**src/pdc_defines.vh**
```
// constants for the clock configuration block: offsets, fields, keys, reset values, timing
// How it works
// RULE1 - multiplier codes 2..20 load; 0, 1, 21..31 keep the previous multiplier
// RULE2 - bit 15 selects synthesizer clock (0) or synthesizer clock halved (1)
// RULE3 - multiplier and halving write applies only with upper key 0x762D
// RULE4 - key bits of every guarded register always read back as zero
// RULE5 - synthesizer frequency equals main clock times active multiplier
// RULE6 - multiplier register writes accepted only while synthesizer is disabled
// RULE7 - ten-bit settle count of prescaled cycles; processor clock halted while counting
// RULE8 - settle wait applies when leaving low-power mode for slow mode
// RULE9 - settle counter advances on main clock over 256; resets to 176
// RULE10 - settle count write applies only with upper key 0xDB5A
// RULE11 - divided clock is main clock over two times (divisor plus one); reset 0x1F
// RULE12 - divisor write applies only with upper key 0xACDC
// RULE13 - synthesizer enable reads 1 while running, 0 while off; gates writes
// RULE14 - divided-clock select routes divided clock instead of main or synthesizer
// RULE15 - a key mismatch changes nothing and raises no error
// RULE16 - a new divisor takes effect only at a divided-clock period boundary
`ifndef PDC_DEFINES_VH
`define PDC_DEFINES_VH

// ----------------------------------------
// register offsets
// ----------------------------------------
`define PDC_OFS_DIV      12'h00C
`define PDC_OFS_MUL      12'h010
`define PDC_OFS_SETTLE   12'h014
`define PDC_OFS_STATUS   12'h018

// ----------------------------------------
// keys and fields
// ----------------------------------------
`define PDC_KEY_MUL      16'h762D
`define PDC_KEY_SETTLE   16'hDB5A
`define PDC_KEY_DIV      16'hACDC
`define PDC_HALVE_BIT    15
`define PDC_MUL_MIN      5'h02
`define PDC_MUL_MAX      5'h14

// ----------------------------------------
// reset values and timing
// ----------------------------------------
`define PDC_RST_DIV      7'h1F
`define PDC_RST_MUL      5'h02
`define PDC_RST_SETTLE   10'h0B0
`define PDC_PRESCALE     256

`endif

```
**src/pdc_clock_config.v**
```verilog
// clock configuration registers with key-guarded writes over axi4-lite
`include "pdc_defines.vh"
module pdc_clock_config (
	input  wire        clk_i,
	input  wire        arst_n_i,
	input  wire        ce_i,
	input  wire [11:0] s_axi_awaddr,
	input  wire        s_axi_awvalid,
	output reg         s_axi_awready,
	input  wire [31:0] s_axi_wdata,
	input  wire [3:0]  s_axi_wstrb,
	input  wire        s_axi_wvalid,
	output reg         s_axi_wready,
	output reg  [1:0]  s_axi_bresp,
	output reg         s_axi_bvalid,
	input  wire        s_axi_bready,
	input  wire [11:0] s_axi_araddr,
	input  wire        s_axi_arvalid,
	output reg         s_axi_arready,
	output reg  [31:0] s_axi_rdata,
	output reg  [1:0]  s_axi_rresp,
	output reg         s_axi_rvalid,
	input  wire        s_axi_rready,
	input  wire        synth_enable_i,
	input  wire        divided_clock_select_i,
	input  wire        low_power_exit_i,
	output reg  [4:0]  synth_multiplier_o,
	output reg         synth_halve_select_o,
	output reg         clk_route_halved_o,
	output reg         clk_route_divided_o,
	output reg         processor_clock_halt_o,
	output reg         divided_clock_o
);
	// ----------------------------------------
	// pin synchronisers
	// ----------------------------------------
	reg [1:0] en_sync_reg;
	reg [1:0] sel_sync_reg;
	reg [1:0] lpx_sync_reg;
	reg       lpx_prev_reg;

	always @(posedge clk_i or negedge arst_n_i) begin
		if (!arst_n_i) begin
			en_sync_reg  <= 2'b00;
			sel_sync_reg <= 2'b00;
			lpx_sync_reg <= 2'b00;
			lpx_prev_reg <= 1'b0;
		end else if (ce_i) begin
			en_sync_reg  <= {en_sync_reg[0], synth_enable_i};
			sel_sync_reg <= {sel_sync_reg[0], divided_clock_select_i};
			lpx_sync_reg <= {lpx_sync_reg[0], low_power_exit_i};
			lpx_prev_reg <= lpx_sync_reg[1];
		end
	end

	wire synth_on = en_sync_reg[1]; // [RULE13]
	wire settle_start = lpx_sync_reg[1] & ~lpx_prev_reg;

	// ----------------------------------------
	// axi4-lite write channel
	// ----------------------------------------
	reg        aw_held_reg;
	reg        w_held_reg;
	reg [11:0] awaddr_reg;
	reg [31:0] wdata_reg;
	reg [3:0]  wstrb_reg;

	reg [6:0] divisor_reg;
	reg [4:0] mul_reg;
	reg       halve_reg;
	reg [9:0] settle_reg;

	wire        do_write = aw_held_reg & w_held_reg & ~s_axi_bvalid;
	wire [15:0] key      = wdata_reg[31:16];
	wire        full_lo  = wstrb_reg[0];
	wire        full_hi  = wstrb_reg[1];
	wire        key_ok   = wstrb_reg[2] & wstrb_reg[3];
	wire [4:0]  new_mul  = wdata_reg[4:0];
	wire        mul_ok   = (new_mul >= `PDC_MUL_MIN) && (new_mul <= `PDC_MUL_MAX);

	reg wr_mapped;
	always @* begin
		case (awaddr_reg)
			`PDC_OFS_DIV, `PDC_OFS_MUL, `PDC_OFS_SETTLE, `PDC_OFS_STATUS: wr_mapped = 1'b1;
			default: wr_mapped = 1'b0;
		endcase
	end

	always @(posedge clk_i or negedge arst_n_i) begin
		if (!arst_n_i) begin
			aw_held_reg   <= 1'b0;
			w_held_reg    <= 1'b0;
			awaddr_reg    <= 12'h000;
			wdata_reg     <= 32'h00000000;
			wstrb_reg     <= 4'h0;
			s_axi_awready <= 1'b0;
			s_axi_wready  <= 1'b0;
			s_axi_bvalid  <= 1'b0;
			s_axi_bresp   <= 2'b00;
			divisor_reg   <= `PDC_RST_DIV;
			mul_reg       <= `PDC_RST_MUL;
			halve_reg     <= 1'b0;
			settle_reg    <= `PDC_RST_SETTLE;
		end else if (ce_i) begin
			s_axi_awready <= ~aw_held_reg & ~s_axi_awready & s_axi_awvalid;
			s_axi_wready  <= ~w_held_reg & ~s_axi_wready & s_axi_wvalid;
			if (s_axi_awvalid & s_axi_awready) begin
				aw_held_reg <= 1'b1;
				awaddr_reg  <= s_axi_awaddr;
			end
			if (s_axi_wvalid & s_axi_wready) begin
				w_held_reg <= 1'b1;
				wdata_reg  <= s_axi_wdata;
				wstrb_reg  <= s_axi_wstrb;
			end
			if (do_write) begin
				aw_held_reg  <= 1'b0;
				w_held_reg   <= 1'b0;
				s_axi_bvalid <= 1'b1;
				s_axi_bresp  <= wr_mapped ? 2'b00 : 2'b10;
				// mismatched key silently leaves all fields alone [RULE15]
				case (awaddr_reg)
					`PDC_OFS_DIV: begin
						if (key_ok && key == `PDC_KEY_DIV && full_lo) // [RULE12]
							divisor_reg <= wdata_reg[6:0];
					end
					`PDC_OFS_MUL: begin
						if (key_ok && key == `PDC_KEY_MUL && !synth_on) begin // [RULE3] [RULE6]
							if (full_lo && mul_ok)
								mul_reg <= new_mul; // [RULE1]
							if (full_hi)
								halve_reg <= wdata_reg[`PDC_HALVE_BIT]; // [RULE2]
						end
					end
					`PDC_OFS_SETTLE: begin
						if (key_ok && key == `PDC_KEY_SETTLE && full_lo && full_hi) // [RULE10]
							settle_reg <= wdata_reg[9:0];
					end
					default: begin
					end
				endcase
			end
			if (s_axi_bvalid & s_axi_bready)
				s_axi_bvalid <= 1'b0;
		end
	end

	// ----------------------------------------
	// oscillator settle counter on prescaled tick
	// ----------------------------------------
	reg [7:0] pre_reg;
	reg [9:0] settle_cnt_reg;
	wire      pre_tick = (pre_reg == 8'hFF); // [RULE9]

	always @(posedge clk_i or negedge arst_n_i) begin
		if (!arst_n_i) begin
			pre_reg                <= 8'h00;
			settle_cnt_reg         <= 10'h000;
			processor_clock_halt_o <= 1'b0;
		end else if (ce_i) begin
			pre_reg <= pre_reg + 8'h01;
			if (settle_start) begin
				settle_cnt_reg         <= settle_reg; // [RULE8]
				processor_clock_halt_o <= (settle_reg != 10'h000); // [RULE7]
			end else if (processor_clock_halt_o && pre_tick) begin
				settle_cnt_reg <= settle_cnt_reg - 10'h001;
				if (settle_cnt_reg == 10'h001)
					processor_clock_halt_o <= 1'b0; // [RULE7]
			end
		end
	end

	// ----------------------------------------
	// slow clock divider and routing
	// ----------------------------------------
	wire div_clk;

	pdc_slow_divider #(
		.W       (7),
		.RST_DIV (`PDC_RST_DIV)
	) u_div (
		.clk_i     (clk_i),
		.arst_n_i  (arst_n_i),
		.ce_i      (ce_i),
		.divisor_i (divisor_reg),
		.div_clk_o (div_clk)
	);

	always @(posedge clk_i or negedge arst_n_i) begin
		if (!arst_n_i) begin
			synth_multiplier_o   <= `PDC_RST_MUL;
			synth_halve_select_o <= 1'b0;
			clk_route_halved_o   <= 1'b0;
			clk_route_divided_o  <= 1'b0;
			divided_clock_o      <= 1'b0;
		end else if (ce_i) begin
			synth_multiplier_o   <= mul_reg; // [RULE5]
			synth_halve_select_o <= halve_reg;
			clk_route_halved_o   <= halve_reg & ~sel_sync_reg[1]; // [RULE2]
			clk_route_divided_o  <= sel_sync_reg[1]; // [RULE14]
			divided_clock_o      <= div_clk;
		end
	end

	// ----------------------------------------
	// axi4-lite read channel, keys read as zero
	// ----------------------------------------
	always @(posedge clk_i or negedge arst_n_i) begin
		if (!arst_n_i) begin
			s_axi_arready <= 1'b0;
			s_axi_rvalid  <= 1'b0;
			s_axi_rdata   <= 32'h00000000;
			s_axi_rresp   <= 2'b00;
		end else if (ce_i) begin
			s_axi_arready <= ~s_axi_arready & ~s_axi_rvalid & s_axi_arvalid;
			if (s_axi_arvalid & s_axi_arready) begin
				s_axi_rvalid <= 1'b1;
				s_axi_rresp  <= 2'b00;
				case (s_axi_araddr)
					`PDC_OFS_DIV:    s_axi_rdata <= {25'h0000000, divisor_reg}; // [RULE4]
					`PDC_OFS_MUL:    s_axi_rdata <= {16'h0000, halve_reg, 10'h000, mul_reg}; // [RULE4]
					`PDC_OFS_SETTLE: s_axi_rdata <= {22'h000000, settle_reg}; // [RULE4]
					`PDC_OFS_STATUS: s_axi_rdata <= {29'h00000000, processor_clock_halt_o,
						sel_sync_reg[1], synth_on}; // [RULE13]
					default: begin
						s_axi_rdata <= 32'h00000000;
						s_axi_rresp <= 2'b10;
					end
				endcase
			end else if (s_axi_rvalid & s_axi_rready) begin
				s_axi_rvalid <= 1'b0;
			end
		end
	end
endmodule // pdc_clock_config

```
**src/pdc_slow_divider.v**
```verilog
// slow clock divider: main clock over 2*(divisor+1), reload at period boundary
module pdc_slow_divider #(
	parameter W = 7,
	parameter [W-1:0] RST_DIV = 7'h1F
) (
	input  wire         clk_i,
	input  wire         arst_n_i,
	input  wire         ce_i,
	input  wire [W-1:0] divisor_i,
	output reg          div_clk_o
);
	reg [W-1:0] cnt_reg;
	reg [W-1:0] active_reg;

	always @(posedge clk_i or negedge arst_n_i) begin
		if (!arst_n_i) begin
			cnt_reg    <= {W{1'b0}};
			active_reg <= RST_DIV; // [RULE11]
			div_clk_o  <= 1'b0;
		end else if (ce_i) begin
			if (cnt_reg == active_reg) begin
				cnt_reg   <= {W{1'b0}};
				div_clk_o <= ~div_clk_o; // [RULE11]
				// new divisor only at the end of a full period
				if (div_clk_o)
					active_reg <= divisor_i; // [RULE16]
			end else begin
				cnt_reg <= cnt_reg + 1'b1;
			end
		end
	end
endmodule // pdc_slow_divider
```
**config.mk**
```make
export PLATFORM = sky130hd
export DESIGN_NAME = pdc_clock_config
export DESIGN_NICKNAME = d
export VERILOG_FILES = /design/src/pdc_clock_config.v /design/src/pdc_slow_divider.v
export VERILOG_INCLUDE_DIRS = /design/src /design/src/src
export SDC_FILE = /design/constraint.sdc
export NUM_CORES = 1
export LEC_CHECK = 0
export BUFFER_PORTS_ARGS = -buffer_cell sky130_fd_sc_hd__buf_2
export CAP_MARGIN = 5
export CELL_PAD_IN_SITES_DETAIL_PLACEMENT = 1
export CELL_PAD_IN_SITES_GLOBAL_PLACEMENT = 1
export CORE_ASPECT_RATIO = 1.25
export CORE_UTILIZATION = 35
export DETAILED_ROUTE_END_ITERATION = 8
export GPL_ROUTABILITY_DRIVEN = 0
export MAX_ROUTING_LAYER = met4
export PLACE_DENSITY_LB_ADDON = 0.1
export SLEW_MARGIN = 5
export SYNTH_ARGS = -nofsm -noshare
export SYNTH_HDL_FRONTEND = slang
export SYNTH_SLANG_ARGS = --single-unit
```
**constraint.sdc**
```tcl
create_clock -name clk_i -period 2.39 [get_ports clk_i]
set_clock_uncertainty 0.1 [all_clocks]
set_input_delay 0.478 -clock clk_i [delete_from_list [all_inputs] [get_ports clk_i]]
set_output_delay 0.478 -clock clk_i [all_outputs]
set_load 0.005 [all_outputs]
```
==> results.md, run 1 <==
* Clk_lat worst skew at 0.42 ns
* Clock-pin transition on the worst setup and hold timing paths at approximately 0.060 ns
* Critical path launch point type: flip-flop
* First drt pass iteration count at 4
* Complex-gate fraction of the synthesized area at 7.888%
* Commonest non-fill, non-tap cell in the layout: dfrtp_1
* Largest net degree at the start of global routing at 51
* Final count of hold timing violations at 0
* Final Slew Violations at 0
* DR DRC count at 0
* Dpl ws at 0.1731 ns
* Share of power burned in registers at 45.9%
* Initial DRC Count at 155
* Num CTS Buffers at 17
* Setup violations, final at 0
* CP delay by family, top: simple AND/OR/NAND/NOR gates
* Die area at 18210 um2
* Antenna cells at 0
* WL/cell at 17.62 um
* Initial antenna violation count at 0
* Period utilization at roughly 93%
* Register area share after synthesis at approximately 55%
* CORE AREA at roughly 17000 um2
* Detail Route Antenna Nets at 0
* Overflow after GRT at 0
* Cell-internal power at 0.005432 W
* Worst Hold Class: primary input to flip-flop
* Vias in the first global route at 4470
* Pwr dens at 1015 nW/um2
* Synth cell types at between 50 and 60
* Ports at 122
* Post-Synth XOR/XNOR Area at 2.973%
* Hold buffer count at CTS at 1
* Post-synth EDFFs at 0
* Leak pwr at 3.559 nW
* Slowest cell on the critical path: nor4bb_1
* CP Class: flip-flop to flip-flop
* Synth warn at 0
* Reg2reg start: awaddr_reg[3]$_DFFE_PN0P_
* CTS tree: yes
* Port-buffer cells at 93
* First-pass GRT wire length at 24340 um
* Adder-cell share of the synthesized area at 0.8091%
* Root buffer cell: clkbuf_16
* Clock power frac at 34.3%
* Worst path bufs/invs at 1
* Synth Area in Simple Gates at between 10% and 20%
* Hold Startpoint: s_axi_wdata[31]
* Num rows at 54
* Vias per cell at 5.026
* Routed WL at between 10000 and 15000 um
* Fraction of layout cells with a size suffix above 1 at 40.80%
* Mux contribution to synthesized area at 16.99%
* Cells after synthesis at between 400 and 500
* Total Power Consumption at 0.007694 W
* Comb pwr share at 19.8%
* Layout Utilization at 43.67%
* CTS Buffer Depth at 2
* Worst EP required at 2.59 ns
* Largest register FFs at 27
* Sw Ratio at 29.40%
* Synth top area cells: dfrtp_1, mux2_2, dfstp_2
* Avg Inst Size Synth at around 12 um2
* Number of stages on the worst hold path at 2
* Gr usage total at a little under a fifth
* Kind of end point of the critical path: flip-flop
* Fin cells at 849
* Max-cap viol count at 0
* R2R depth at 5
* Worst vdd rail ir drop at 0.4791 mV
* Net count, final at around 690
* Setup TNS at 0 ns
* Clock sinks at between 100 and 150
* Die height at 150.6 um
* Vias at 4267
* Fmax at 0.4481 GHz
* Net Sw Power at 0.002262 W
* Most frequent cells in the layout: dfrtp_1, buf_2, mux2_2, nand2_1, conb_1
* #FFs+latches synth at about 140
* Initial Utilization at 35.62%
* Period minus WS final at 2.232 ns
* Crit path DAT at 2.43 ns
* Top_reg_cell synth: dfrtp_1
* Synthesis-to-layout area growth at 22.57%
* Fraction of registers with async set/reset at 100.0%
* CP Max Fanout at 10
* Die W at about 120 um
* Setup slack, reg-to-reg at 0.16 ns
* RSZ-0062 raised after global routing: no
* WHS Endpoint: wdata_reg[31]$_DFFE_PN0P_
* Dpl hpwl at 11250 um
* Relative max-transition margin at 58.40%
* Slowest stage delay, CP at 0.46 ns
* Post-CTS setup buffers at 0
* Worst-Margin Slew at 0.6206 ns
* Share of the synthesized area in the top cell type at 48.95%
* Main combinational cell family by area after synthesis: multiplexers
* H-tree depth at 4
* Post-synth top area cell: dfrtp_1
* R2r endpoint: settle_reg[0]$_DFFE_PN0P_
* Placed Cells incl. Taps at 816
* Final WS setup at 0.1582 ns
* CTS resizes at 0
* CP cell instances: nor4bb_1, nand4_1, nor4_4, buf_4, mux2_2
* Run status: completed
* Cell area after synthesis at 6186 um2
==> power groups by stage <==
stage	sequential [W]	combinational [W]	clock [W]
6_report	0.00353	0.00152	0.00264
5_1_grt	0.00364	0.00172	0.00281
4_1_cts	0.00354	0.00156	0.00271
3_5_place_dp	0.00357	0.00155	0
3_3_place_gp	0.00354	0.00147	0
2_1_floorplan	0.00336	0.00113	0
==> how the worst max path moves through the flow <==
stage,startpoint,end,slack [ns],cells after the start
final,awaddr_reg[3]$_DFFE_PN0P_,settle_reg[0]$_DFFE_PN0P_,0.16,5
after global routing,awaddr_reg[2]$_DFFE_PN0P_,mul_reg[0]$_DFFE_PN0P_,0.06,4
after CTS,awaddr_reg[7]$_DFFE_PN0P_,settle_reg[9]$_DFFE_PN0P_,0.16,6
after detailed placement,awaddr_reg[7]$_DFFE_PN0P_,settle_reg[9]$_DFFE_PN0P_,0.17,6
after global placement,ce_i,mul_reg[2]$_DFFE_PN0P_,0.21,5
after floorplan,wdata_reg[21]$_DFFE_PN0P_,settle_reg[0]$_DFFE_PN0P_,0.27,4
==> synthesized netlist by cell type, types with 7 or more instances <==
cell type	n
nor2_1	15
dfstp_2	15
inv_1	14
nand4_1	12
o22ai_1	10
nand3_1	11
dfrtp_1	121
clkbuf_1	15
a22o_1	7
buf_4	23
a21oi_1	16
xor2_1	7
nand2_1	26
a22oi_1	7
mux2_2	88
xnor2_1	14
o21ai_0	14
==> layer usage <==
layer	track usage, %	part of all wire, %
met1	21.61	42
met3	3.902	3.9
met2	30.06	52
met5	-	0
met4	8.025	1.8
==> area by class of cell <==
class | count | area, um2
clock buffers | 26 | 509.2
clock inverters | 6 | 87.58
fillers | 1884 | 9782
inverters | 14 | 52.55
multi-input cells | 328 | 2554
flip-flops and latches | 136 | 3422
well taps | 224 | 280.3
repair buffers | 115 | 676.9
==> cell families (layout without fill, tap and decap cells) <==
family | Yosys count | in the layout
other cells | 1 | 23
compound gates | 71 | 71
mux | 94 | 94
simple gates | 115 | 115
xor+xnor | 21 | 21
buf+inv | 55 | 161
fa+ha+maj | 4 | 4
flops | 136 | 136
==> metrics by stage <==
step           area (um2)  hold WS (ns)
2_1_floorplan        6269       0.08241
3_3_place_gp         6975        0.3499
3_5_place_dp         6975        0.3573
4_1_cts              7582        0.1715
5_1_grt              7582        0.1834
6_report             7582        0.1849
(Power assumes the default switching activity.)
==> run 2: changes to the inputs <==
ABC_AREA = 1   (was not set)
==> results.md, run 2 <==
* Slowest stage delay, CP at 0.38 ns
* Setup violations, final at 0
* Vias per cell at 4.750
* Fraction of registers with async set/reset at 100.0%
* Root buffer cell: clkbuf_16
* Overflow after GRT at 0
* Number of stages on the worst hold path at 3
* Avg Inst Size Synth at 8.093 um2
* RSZ-0062 raised after global routing: no
* CTS tree: yes
* First drt pass iteration count at 8
* Period minus WS final at 1.714 ns
* Dpl hpwl at ~14000 um
* Commonest non-fill, non-tap cell in the layout: nand2_1
* Share of the synthesized area in the top cell type at 45.35%
* Initial DRC Count at 306
* Num rows at 56
* Synth warn at 0
* Leak pwr at 4.083 nW
* Most common cell in the netlist: nand2_1
* Synth cell types at 37
* Crit path DAT at 1.93 ns
* Initial antenna violation count at 0
* WHS Endpoint: wstrb_reg[2]$_DFFE_PN0P_
* Vias at 5600
* WL/cell at 15.41 um
* Antenna cells at 0
* Die height at 156.4 um
* CP Max Fanout at 6
* Synth cell count leaders: nand2_1, dfrtp_1, inv_1
* Failing checks: DRC
* Cell-internal power at 0.005145 W
* Ports at 122
* Post-CTS setup buffers at 0
* Share of power burned in registers at a little over two fifths
* CTS Buffer Depth at 2
* Final WS setup at slightly below 0.7 ns
* Port-buffer cells at 93
* Top_reg_cell synth: dfrtp_1
* Clock-pin transition on the worst setup and hold timing paths at approximately 0.060 ns
* Post-synth top area cell: dfrtp_1
* Post-synth EDFFs at 0
* Cell area after synthesis at 6676 um2
* Num CTS Buffers at 17
* CTS resizes at 0
* Slowest cell on the critical path: dfrtp_1
* #FFs+latches synth at 136
* Largest net degree at the start of global routing at 56
* CP Class: flip-flop to flip-flop
* Routed WL at 18160 um
* Die area at 19630 um2
* Cells after synthesis at 825
* Gr usage total at 20.33%
* Net count, final at 1009
* Dpl ws at 0.2637 ns
* DR DRC count at 7
* H-tree depth at 4
* Clock power frac at 31.3%
* Final Slew Violations at 0
* Run status: complete, but fails checks
* Register area share after synthesis at around half
* Worst-Margin Slew at 0.5431 ns
* R2r endpoint: mul_reg[2]$_DFFE_PN0P_
* Fraction of layout cells with a size suffix above 1 at between 15 and 20%
* Fmax at 0.5833 GHz
* Sw Ratio at 35.28%
* R2R depth at 8
* Clock sinks at approximately 140
* Worst vdd rail ir drop at 0.5252 mV
* CP cell instances: nor2_1, nand2_1, nor2_1, nand3_1, nor2_2, nand2_2, nand2_1, nand2_1
* Setup slack, reg-to-reg at 0.68 ns
* Comb pwr share at roughly 25%
* Synthesis-to-layout area growth at 19.36%
* Reg2reg start: awaddr_reg[11]$_DFFE_PN0P_
* Most frequent cells in the layout: nand2_1, dfrtp_1, buf_2, inv_1, nand3_1
* Pwr dens at 997.6 nW/um2
* Net Sw Power at 0.002805 W
* Hold buffer count at CTS at 1
* Max-cap viol count at 0
* CP dominant cell by count: nand2_1
* Worst Hold Class: primary input to flip-flop
* Worst EP required at 2.61 ns
* Synth top area cells: dfrtp_1, nand2_1, dfstp_2
* Detail Route Antenna Nets at 0
* Vias in the first global route at 5904
* Critical path launch point type: flip-flop
* Final count of hold timing violations at 0
* Kind of end point of the critical path: flip-flop
* Largest register FFs at 27
* CORE AREA at approximately 19000 um2
* Clk_lat worst skew at 0.43 ns
* Die W at around 130 um
* Period utilization at 71.73%
* Hold Startpoint: s_axi_wstrb[2]
* Relative max-transition margin at 63.79%
* First-pass GRT wire length at just under 30000 um
* Initial Utilization at 35.69%
* Setup TNS at 0 ns
==> run 2: changes by cell type after synthesis, sizes merged, moves of 7 or more <==
cell and delta:
inv +67, o22ai -10, nand3 +46, o21ai +59, nor3 +7, mux2 -88, nor2 +46, buf +13
clkbuf -10, a22o -7, nand2 +275, a22oi -7
==> run 2: cell type report <==
class,count,area [um2]
fill,2296,10740
sequential,136,3422
multi-input combinational,586,2735
timing repair buffer,112,654.4
clock buffer,22,494.2
inverter,81,304.0
tap,232,290.3
clock inverter,10,68.82
==> run 2: power groups by stage <==
stage | clock (W) | sequential [W] | combinational, W
after floorplan | 0 | 0.00337 | 0.00142
after global routing | 0.00265 | 0.00360 | 0.00230
after global placement | 0 | 0.00349 | 0.00190
after detailed placement | 0 | 0.00353 | 0.00200
after CTS | 0.00255 | 0.00350 | 0.00202
final | 0.00249 | 0.00349 | 0.00197
==> run 2: routing by layer <==
metal  routed length [um]  vias up  global-route usage (%)
met1                 7574     2714                   22.02
met2                 9906       88                   37.30
li1                     -     2779                       -
met3                  412       19                   3.795
met5                    0        -                       -
met4                  269        0                   6.678
==> run 2: worst max path at each step <==
stage                                       to  slack [ns]                       start
floorplan           divisor_reg[5]$_DFFE_PN0P_        0.93                        ce_i
CTS                     mul_reg[2]$_DFFE_PN0P_        0.63  awaddr_reg[11]$_DFFE_PN0P_
detailed placement  divisor_reg[6]$_DFFE_PN0P_        0.26                        ce_i
global placement    divisor_reg[6]$_DFFE_PN0P_        0.31                        ce_i
finish                  mul_reg[2]$_DFFE_PN0P_        0.68  awaddr_reg[11]$_DFFE_PN0P_
global route            mul_reg[0]$_DFFE_PN0P_        0.43  awaddr_reg[11]$_DFFE_PN0P_
==> run 2: critical path: cells and delay by family (launching register included) <==
| family | cells | cell delay (ns) |
|---|---|---|
| DFF | 1 | 0.38 |
| and+or+nand+nor | 8 | 1.13 |
==> run 2: per-stage QoR <==
stage / hold slack, ns / util, % / power (W) / std cells / instance area (um2)
2_1_floorplan: 0.08241 / - / 0.004794 / 847 / 6759
3_3_place_gp: 0.3563 / 39.53 / 0.005393 / 1146 / 7396
3_5_place_dp: 0.3615 / 39.53 / 0.005530 / 1146 / 7396
4_1_cts: 0.1304 / 42.60 / 0.008069 / 1179 / 7969
5_1_grt: 0.1354 / 42.60 / 0.008544 / 1179 / 7969
6_report: 0.1413 / 42.60 / 0.007950 / 1179 / 7969
==> run 2: logic make-up (layout without fill, tap and decap cells) <==
family	count (synthesis)	count (layout)	share of synthesized area [%]
buffers and inverters	125	225	9.014
other	1	23	0.05617
AO/OA/AOI/OAI	92	92	7.703
AND/OR/NAND/NOR	447	447	28.58
XOR/XNOR	19	19	2.493
flip-flops	136	136	51.26
multiplexers	1	1	0.1499
adder cells (fa/ha/maj)	4	4	0.7497
==> run 3: changes to the inputs <==
ABC_AREA = 0   (was 1)
clock period = 1.65 ns   (was 2.39 ns; I/O delays follow)
==> results.md, run 3 (same netlist as run 1, synthesis figures left out) <==
* Synthesis-to-layout area growth at 35.07%
* Clk_lat worst skew at between 0.4 and 0.5 ns
* Dpl cell area at about 7500 um2
* Most frequent cells in the layout: dfrtp_1, buf_2, mux2_2, buf_4, nand2_1
* Die height at 150.6 um
* Clock-pin transition on the worst setup and hold timing paths at 0.06 ns
* First drt pass iteration count at 4
* Clock sinks at between 100 and 150
* Overflow after GRT at 0
* Final Slew Violations at 0
* Routed WL at 15950 um
* Pwr dens at about 1500 nW/um2
* Gr usage total at a little under a fifth
* CORE AREA at 17360 um2
* Root buffer cell: clkbuf_16
* Largest register FFs at 27
* Final WS setup at -0.4172 ns
* Worst EP required at approximately 1.8 ns
* Antenna cells at 0
* Crit path DAT at 2.26 ns
* Fmax at 0.4837 GHz
* Failing checks: setup timing
* Filler cell count at 1838
* Initial DRC Count at ~130
* Vias at 4481
* Uppermost layer routed: met4
* Initial antenna violation count at 0
* Period minus WS final at 2.067 ns
* Post-route cell area at approximately 8400 um2
* CP Class: flip-flop to flip-flop
* Num CTS Buffers at 17
* Port-buffer cells at slightly above 90
* Met1 wire length at 7110 um
* CP Max Fanout at 10
* Dpl hpwl at 12040 um
* Num rows at 54
* Largest net degree at the start of global routing at 39
* Relative max-transition margin at 56.73%
* Kind of end point of the critical path: flip-flop
* Worst Hold Class: primary input to flip-flop
* Final count of hold timing violations at 0
* H-tree depth at 4
* Wire length on met2 at 8166 um
* RSZ-0062 raised after global routing: yes
* Period utilization at 125.3%
* Vias in the first global route at approximately 4800
* Die area at about 18000 um2
* Worst-Margin Slew at roughly 0.65 ns
* Commonest non-fill, non-tap cell in the layout: dfrtp_1
* CTS tree: yes
* Die W at 120.9 um
* DR DRC count at 0
* Vias per cell at roughly 5
* WL/cell at ~18 um
* Met3 wire length at ~540 um
* Ports at about 120
* Reg2reg start: awaddr_reg[8]$_DFFE_PN0P_
* Layout Utilization at 48.12%
* Critical path launch point type: flip-flop
* Detail Route Antenna Nets at 0
* Run status: complete, but fails checks
* Worst vdd rail ir drop at 0.6708 mV
* Hold Startpoint: s_axi_wdata[27]
* First-pass GRT wire length at 25600 um
* Leak pwr at 3.956 nW
* Fraction of layout cells with a size suffix above 1 at 49.85%
* Crit path launch: awaddr_reg[8]$_DFFE_PN0P_
* Initial Utilization at a little over a third
* Setup slack, reg-to-reg at -0.42 ns
* Setup violations, final at 30
* Total Power Consumption at approximately 0.012 W
* CTS Buffer Depth at 2
* Max-cap viol count at 0
* Net count, final at between 700 and 800
## run 3: cell count changes in the layout (fill, tap and decap cells not counted), sizes merged, moves of 10 or more
cell,before,now
nor2,61,15
nand2,301,26
o22ai,0,10
o21ai,73,14
buf,111,172
mux2,0,88
inv,82,15
nand3,58,12
## run 3: routing by layer
layer | global-route usage, % | up-vias
met5 | - | -
met4 | 5.370 | 0
met3 | 4.091 | 11
met2 | 31.83 | 98
met1 | 23.39 | 2258
li1 | - | 2114
## run 3: repair_timing
| item | in CTS | in global routing |
|---|---|---|
| setup endpoints to repair | 32 | 47 |
| buffers inserted | 1 | 3 |
| gates resized for setup | 15 | 24 |
| endpoints found under the hold margin | 29 | 0 |
| pin swaps | 6 | 7 |
| hold buffers | 1 | 0 |
## run 3: critical path, stage by stage (launching register included)
cell and delay (ns):
dfrtp_1 0.40, nor4_4 0.35, nand3_2 0.21, nor4_4 0.37, buf_12 0.18, mux2_2 0.33
## run 3: where the power goes
part	switching [W]	internal, W
Sequential	0.000760	0.00426
Combinational	0.00146	0.00190
Clock	0.00144	0.00245
Total	0.00366	0.00862
## run 3: final timing paths
kind	endpoint	depth (start not counted)
min in group asynchronous	u_div.cnt_reg[0]$_DFFE_PN0P_	2
min	wdata_reg[27]$_DFFE_PN0P_	2
max in group asynchronous	awaddr_reg[5]$_DFFE_PN0P_	3
max	settle_reg[8]$_DFFE_PN0P_	5
min reg2reg	pre_reg[7]$_DFFE_PN0P_	1
max reg2reg	settle_reg[8]$_DFFE_PN0P_	5
## run 3: area by class of cell
type / count / area (um2) / share of cell area [%]
clock buffers: 20 / 456.7 / 5.466
clock inverters: 11 / 147.6 / 1.767
inverters: 14 / 52.55 / 0.6289
multi-input cells: 328 / 2814 / 33.68
flip-flops and latches: 136 / 3423 / 40.97
well taps: 224 / 280.3 / 3.354
repair buffers: 173 / 1181 / 14.14
## run 3: metrics by stage
stage	hold WS, ns	setup TNS (ns)	worst slack, ns	std cells
after CTS	0.02641	-9.239	-0.4346	903
after detailed placement	0.1445	-22.24	-0.5313	870
after global placement	0.1399	-19.82	-0.4776	870
after global routing	0.03246	-11.97	-0.5195	906
after floorplan	-0.06559	-9.463	-0.3941	519
final	0.04270	-8.807	-0.4172	906
